$ cat src/hdl/rrs_pkg.sv
/*
  Constants for the rotate-right and sleep execute block: opcode patterns,
  field positions, widths and reset values.
  Assumes a 12-bit program word and an 8-bit data path.
*/
package rrs_pkg;
  localparam int unsigned INSTR_W       = 12;
  localparam int unsigned DATA_W        = 8;
  localparam int unsigned FADDR_W       = 5;
  localparam int unsigned WDT_W         = 8;
  localparam int unsigned PRESC_W       = 8;
  localparam logic [11:0] ROT_MASK      = 12'hFC0;
  localparam logic [11:0] ROT_MATCH     = 12'h300;
  localparam logic [11:0] SLEEP_OPCODE  = 12'h003;
  localparam int unsigned DEST_BIT      = 5;
  localparam int unsigned FADDR_LSB     = 0;
  localparam int unsigned MSB_POS       = 7;
  localparam logic [7:0]  WDT_CLEAR     = 8'h00;
  localparam logic [7:0]  PRESC_CLEAR   = 8'h00;
  localparam logic        TO_RESET      = 1'b1;
  localparam logic        PD_RESET      = 1'b1;
  localparam logic        WAKE_RESET    = 1'b0;
  localparam logic        CARRY_RESET   = 1'b0;
  localparam logic        DEST_W        = 1'b0;
endpackage : rrs_pkg

$ cat src/hdl/rrs_exec.sv
/*
  Execute block for the rotate-right-through-carry and sleep instructions.
  Assumes the core presents one fetched word per instruction cycle with
  instr_valid high, gives the addressed file register value on file_rdata
  in the same cycle, and accepts write strobes one cycle after execution.
  The watchdog prescaler and counter tick here on the core clock while awake.
*/
`timescale 1ns/100ps
module rrs_exec (
  input  wire logic        clk,
  input  wire logic        resetn,
  input  wire logic [11:0] instr_word,
  input  wire logic        instr_valid,
  input  wire logic [7:0]  file_rdata,
  input  wire logic        wake_event,
  output logic      [4:0]  file_raddr,
  output logic      [4:0]  file_waddr_q,
  output logic      [7:0]  file_wdata_q,
  output logic             file_we_q,
  output logic      [7:0]  working_q,
  output logic             working_we_q,
  output logic             carry_q,
  output logic             timeout_status_flag_q,
  output logic             powerdown_status_flag_q,
  output logic             wake_status_flag_q,
  output logic      [7:0]  watchdog_counter_q,
  output logic      [7:0]  watchdog_presc_q,
  output logic             halted_q,
  output logic             osc_run_q
);
  typedef enum logic [1:0] {
    RRS_RUN   = 2'b01,
    RRS_SLEEP = 2'b10
  } rrs_state_e;

  logic       rst_meta_q;
  logic       rst_sync_q;
  logic       wake_meta_q;
  logic       wake_sync_q;
  rrs_state_e state_q;
  logic       is_rotate;
  logic       is_sleep;
  logic       dest_file;
  logic [7:0] rot_result;
  logic       rot_carry;
  logic       run_ok;
  logic       rot_match;
  logic       sleep_match;
  logic       presc_wrap;

  // Reset is released through two flops so the core leaves reset cleanly.
  always_ff @(posedge clk or negedge resetn) begin
    if (!resetn) begin
      rst_meta_q <= 1'b0;
      rst_sync_q <= 1'b0;
    end else begin
      rst_meta_q <= 1'b1;
      rst_sync_q <= rst_meta_q;
    end
  end

  // The wake source is asynchronous to the core, so it is synchronised first.
  always_ff @(posedge clk or negedge rst_sync_q) begin
    if (!rst_sync_q) begin
      wake_meta_q <= 1'b0;
      wake_sync_q <= 1'b0;
    end else begin
      wake_meta_q <= wake_event;
      wake_sync_q <= wake_meta_q;
    end
  end

  // Decoding is gated by the run state so nothing executes while asleep.
  always_comb begin
    run_ok      = instr_valid && (state_q == RRS_RUN);
    rot_match   = (instr_word & rrs_pkg::ROT_MASK) == rrs_pkg::ROT_MATCH;
    sleep_match = instr_word == rrs_pkg::SLEEP_OPCODE;
    is_rotate   = run_ok && rot_match;
    is_sleep    = run_ok && sleep_match;
    dest_file   = instr_word[rrs_pkg::DEST_BIT];
    // The read address is decoded straight from the word and not registered, because
    // the register file must answer within the same cycle for a one-cycle rotate.
    file_raddr  = instr_word[rrs_pkg::FADDR_LSB +: rrs_pkg::FADDR_W];
  end

  rrs_rotate u_rotate (
    .operand   (file_rdata),
    .carry_in  (carry_q),
    .result    (rot_result),
    .carry_out (rot_carry)
  );

  // Result lands in one cycle; only carry among the status bits changes.
  always_ff @(posedge clk or negedge rst_sync_q) begin
    if (!rst_sync_q) begin
      carry_q <= rrs_pkg::CARRY_RESET;
    end else if (is_rotate) begin
      carry_q <= rot_carry;
    end
  end

  // The file write port carries a one-cycle strobe beside a held address and data.
  always_ff @(posedge clk or negedge rst_sync_q) begin
    if (!rst_sync_q) begin
      file_we_q    <= 1'b0;
      file_waddr_q <= '0;
      file_wdata_q <= '0;
    end else begin
      file_we_q <= is_rotate && dest_file;
      if (is_rotate) begin
        file_waddr_q <= file_raddr;
        file_wdata_q <= rot_result;
      end
    end
  end

  // The working register copy changes only for a rotate aimed at it.
  always_ff @(posedge clk or negedge rst_sync_q) begin
    if (!rst_sync_q) begin
      working_we_q <= 1'b0;
      working_q    <= '0;
    end else begin
      working_we_q <= is_rotate && (dest_file == rrs_pkg::DEST_W);
      if (is_rotate && (dest_file == rrs_pkg::DEST_W)) begin
        working_q <= rot_result;
      end
    end
  end

  // Flag polarity follows the core: timeout and power-down read high after reset.
  always_ff @(posedge clk or negedge rst_sync_q) begin
    if (!rst_sync_q) begin
      timeout_status_flag_q <= rrs_pkg::TO_RESET;
    end else if (is_sleep) begin
      timeout_status_flag_q <= 1'b1;
    end
  end

  always_ff @(posedge clk or negedge rst_sync_q) begin
    if (!rst_sync_q) begin
      powerdown_status_flag_q <= rrs_pkg::PD_RESET;
    end else if (is_sleep) begin
      powerdown_status_flag_q <= 1'b0;
    end
  end

  // Only reset clears the wake flag; sleep sets it and the wake-up path leaves it set.
  always_ff @(posedge clk or negedge rst_sync_q) begin
    if (!rst_sync_q) begin
      wake_status_flag_q <= rrs_pkg::WAKE_RESET;
    end else if (is_sleep) begin
      wake_status_flag_q <= 1'b1;
    end
  end

  // The prescaler runs on the core clock while awake and carries into the counter.
  // Both are held while asleep, since this block has no clock once the oscillator
  // stops; a free-running watchdog oscillator would have to live elsewhere.
  always_comb begin
    presc_wrap = &watchdog_presc_q;
  end

  // Sleep clears both stages on the same edge, and the clear wins over a tick.
  always_ff @(posedge clk or negedge rst_sync_q) begin
    if (!rst_sync_q) begin
      watchdog_presc_q <= rrs_pkg::PRESC_CLEAR;
    end else if (is_sleep) begin
      watchdog_presc_q <= rrs_pkg::PRESC_CLEAR;
    end else if (state_q == RRS_RUN) begin
      watchdog_presc_q <= watchdog_presc_q + 8'h01;
    end
  end

  always_ff @(posedge clk or negedge rst_sync_q) begin
    if (!rst_sync_q) begin
      watchdog_counter_q <= rrs_pkg::WDT_CLEAR;
    end else if (is_sleep) begin
      watchdog_counter_q <= rrs_pkg::WDT_CLEAR;
    end else if ((state_q == RRS_RUN) && presc_wrap) begin
      watchdog_counter_q <= watchdog_counter_q + 8'h01;
    end
  end

  // Wake handling is minimal: a synchronised wake level resumes execution.
  always_ff @(posedge clk or negedge rst_sync_q) begin
    if (!rst_sync_q) begin
      state_q   <= RRS_RUN;
      halted_q  <= 1'b0;
      osc_run_q <= 1'b1;
    end else begin
      unique case (state_q)
        RRS_RUN: begin
          if (is_sleep) begin
            state_q   <= RRS_SLEEP;
            halted_q  <= 1'b1;
            osc_run_q <= 1'b0;
          end
        end
        RRS_SLEEP: begin
          if (wake_sync_q) begin
            state_q   <= RRS_RUN;
            halted_q  <= 1'b0;
            osc_run_q <= 1'b1;
          end
        end
        // An illegal state code falls back to run so the core cannot stay stuck.
        default: begin
          state_q   <= RRS_RUN;
          halted_q  <= 1'b0;
          osc_run_q <= 1'b1;
        end
      endcase
    end
  end
endmodule : rrs_exec

$ cat src/hdl/rrs_rotate.sv
/*
  Combinational right rotation of one byte through a carry bit.
  Assumes operands come from registers on the caller's clock.
*/
`timescale 1ns/100ps
module rrs_rotate (
  input  wire logic [7:0] operand,
  input  wire logic       carry_in,
  output logic      [7:0] result,
  output logic            carry_out
);
  always_comb begin
    result    = {carry_in, operand[rrs_pkg::MSB_POS:1]};
    carry_out = operand[0];
  end
endmodule : rrs_rotate

$ cat config.mk
export PLATFORM = sky130hd
export DESIGN_NAME = rrs_exec
export DESIGN_NICKNAME = d
export VERILOG_FILES = /design/src/hdl/rrs_pkg.sv /design/src/hdl/rrs_exec.sv /design/src/hdl/rrs_rotate.sv
export SDC_FILE = /design/constraint.sdc
export NUM_CORES = 1
export LEC_CHECK = 0
export BUFFER_PORTS_ARGS = -buffer_cell sky130_fd_sc_hd__buf_2
export CAP_MARGIN = 20
export CORE_MARGIN = 5
export CORE_UTILIZATION = 30
export CTS_CLUSTER_DIAMETER = 50
export CTS_CLUSTER_SIZE = 40
export DETAILED_ROUTE_END_ITERATION = 8
export PLACE_DENSITY = 0.51
export SLEW_MARGIN = 15
export SYNTH_ARGS = -nofsm -noshare
export SYNTH_HDL_FRONTEND = slang
export SYNTH_SLANG_ARGS = --single-unit
$ cat constraint.sdc
create_clock -name clk -period 1.34 [get_ports clk]
set_input_delay 0.268 -clock clk [delete_from_list [all_inputs] [get_ports clk]]
set_output_delay 0.268 -clock clk [all_outputs]
set_load 0.02 [all_outputs]
==> impl_results.md <==
- Cts bufs inserted: 5
- Via count normalized by instance count: 4.489
- Crit path kind: reg -> reg
- Synth Warn #: 0
- Crit end category: flip-flop
- Setup-failing EPs final: 44
- All-Layer GR Usage: 0.1234
- CP max-delay cell: dfstp_2
- Hold Path Stages: 1
- Main combinational cell family by area after synthesis: simple AND/OR/NAND/NOR gates
- Worst Path Required: 1.53 ns
- # DRC: 0
- Initial antenna violation count: 0
- Post-route cell area: 0.003109 mm2
- Core Area: 0.006756 mm2
- Grt ovf: 0
- Clk slew on worst S/H paths: 0.08 ns
- DP Worst Slack: -0.3745 ns
- Row cnt: 30
- Synth Area in Compound Gates: 0.02165
- Post-synthesis sequential area ratio: 0.5785
- Root buffer cell: clkbuf_8
- Outcome: finished, violations left
- Failing checks: setup timing
- Hold EP: wake_meta_q$_DFF_PN0_
- Wirelength per Cell: 14.08 um
- Startpoint of the worst hold path: wake_event
- Max Slew Vio Count: 0
- # IOs: 74
- Synth Area in Adders: 0.01203
- Fin crit share: 1.199
- Final WS setup: -0.2664 ns
- Fraction of registers with async set/reset: 1.000
- Max stage delay on crit path: 0.53 ns
- R2R Path Start: state_q[0]$_DFFE_PN1P_
- Arr. time, crit path: 1.79 ns
- Reg-to-reg endpoint: working_q[6]$_DFFE_PN0P_
- EDFF count, synth: 0
- Dpl cell area: 0.002856 mm2
- Placed wire-length estimate: 3760 um
- Hold Crit Class: in -> reg
- Final-report hold violation count: 0
- Layout cells sized above 1: 0.6151
- DRT iter0 DRCs: 56
- Vias in the first global route: 1636
- # nets final: 303
- Syn Area/Cell: 12.84 um2
- Routed via count: 1607
- Post-Place Cells: 344
- Chip height: 93.28 um
- Simple-gate portion of the synthesized area: 0.1503
- Area of the mapped netlist: 0.002081 mm2
- Largest net degree at the start of global routing: 25
- Library cells used by synthesis: 37
- Post-Synth XOR/XNOR Area: 0.04630
- Hold slack: 0.07021 ns
- Cells on worst reg2reg path: 5
- Maximum clock path buffer count: 2
- Buffer and inverter count on the worst path: 1
- Worst R2R Setup Slack: -0.27 ns
- Peak VDD IR: 0.4800 mV
- Antenna diodes: 0
- Clk sinks: 48
- Most frequent cell on the critical path: nor2b_4
- FMAX: 622.5 MHz
- Drt pass-1 iters: 4
- Global-route wire length before repair: 8383 um
- Startpoint types: flip-flop
- Routed Antenna Nets: 0
- Setup TNS: -8.231 ns
- I/O Buffers: 72
- LEAKAGE: 1.651 nW
- Die W: 93.28 um
- Die area: 0.008701 mm2
- Initial core utilization: 0.3080
- Fin crit period: 1.606 ns
- Multiplexer area fraction after synthesis: 0.1383
- CP top delay family: flip-flops
- Critical path, cell by cell: nor2b_4 > and4_4 > nor2b_4 > buf_12 > mux2_4
- Htree depth: 2
- Crit-path max FO: 9
- Area Overhead vs Synth: 49.43%
- Synth Instances: 162
- GPL Wtd Cong: 0.7134
- Routed wire length: 5039 um
- Worst-Skew Late Latency: 0.30 ns
- Fin Clk Skew: 0.006159 ns
- Synthesis-stage register bit count: 48
- Max-Cap Viols: 0
- RSZ-0062 raised after global routing: true
- Pwr/cell area: 1170 mW/mm2
- Post-Layout Cell Count: 358
- CTS tree: done
- Top_reg_cell synth: dfrtp_1
-- cells in the final DEF, fill, tap and decap left out, types with 3 or more instances in the layout --
| master | instances |
|---|---|
| buf_2 | 71 |
| dfrtp_1 | 42 |
| buf_4 | 40 |
| nor2_1 | 15 |
| mux2_4 | 14 |
| xnor2_1 | 10 |
| mux2_2 | 8 |
| nand2_1 | 8 |
| clkbuf_8 | 5 |
| nand3_1 | 4 |
| nor4_4 | 4 |
| dfrtp_2 | 4 |
| nor4_2 | 3 |
| o21ai_0 | 3 |
| buf_12 | 3 |
-- synthesized netlist by cell type (3+ instances only) --
cell type / n / area share
buf_2: 3 / 0.0072
buf_4: 7 / 0.025
dfrtp_1: 46 / 0.55
mux2_2: 14 / 0.076
mux2_4: 8 / 0.058
nand2_1: 8 / 0.014
nand3_1: 5 / 0.012
nor2_1: 15 / 0.027
nor3_1: 3 / 0.0072
nor4_1: 6 / 0.018
o21ai_0: 3 / 0.0072
xnor2_1: 10 / 0.042
-- registers in the layout, summed over array words and instances (netlist names), 5 cells and up --
signal	flops
watchdog_presc_q	8
watchdog_counter_q	8
file_waddr_q	5
file_wdata_q	8
working_q	8
-- power breakdown --
part / leakage (nW) / internal [mW] / switching, mW
clock: 0.0422 / 0.367 / 0.470
sequential: 0.627 / 1.62 / 0.149
combinational: 0.982 / 0.470 / 0.561
-- worst max-delay path by stage --
stage,slack [ns],cells after the start,endpoint,from
after floorplan,-0.45,6,working_q[0]$_DFFE_PN0P_,state_q[0]$_DFFE_PN1P_
after global placement,-0.35,6,working_q[5]$_DFFE_PN0P_,instr_word[7]
after detailed placement,-0.37,6,working_q[6]$_DFFE_PN0P_,instr_word[7]
after CTS,-0.28,5,working_q[0]$_DFFE_PN0P_,state_q[0]$_DFFE_PN1P_
after global routing,-0.33,5,working_q[1]$_DFFE_PN0P_,state_q[0]$_DFFE_PN1P_
final,-0.27,5,working_q[6]$_DFFE_PN0P_,state_q[0]$_DFFE_PN1P_
-- layout make-up --
type                       count  area, um2
fill                         649       3647
sequential                    48       1209
multi-input combinational    101      920.9
timing repair buffer         119      790.8
tap                           80      100.1
clock buffer                   7      76.32
inverter                       2      7.507
clock inverter                 1      5.005
-- repair_timing --
action,CTS,global route
resized for setup,20,4
pin swaps,7,0
endpoints found under the setup margin,43,44
buffers inserted,2,3
cloned,1,0
hold buffers,1,0
endpoints found under the hold margin,2,0
-- through the flow --
stage	total power [mW]	util
after global placement	2.782	0.4228
after global routing	3.879	0.4602
final	3.639	0.4602
after detailed placement	2.792	0.4228
after CTS	3.697	0.4563
after floorplan	2.308	-
-- per-layer routing --
| layer | routed length (um) | GRT usage | vias to the layer above |
|---|---|---|---|
| met1 | 2255 | 0.1651 | 785 |
| met3 | 240 | 0.02896 | 8 |
| met5 | 0 | 0 | - |
| met2 | 2496 | 0.1942 | 35 |
| met4 | 46 | 0.04518 | 0 |
| li1 | - | - | 779 |
-- cells by family after synthesis --
family                     count (synthesis)
and+or+nand+nor                           56
DFF                                       48
muxes                                     23
buffers and inverters                     14
xor gates and xnor gates                  11
AOI/OAI and AO/OA                          7
adders and majority gates                  2
other                                      1
(Power assumes the default switching activity.)
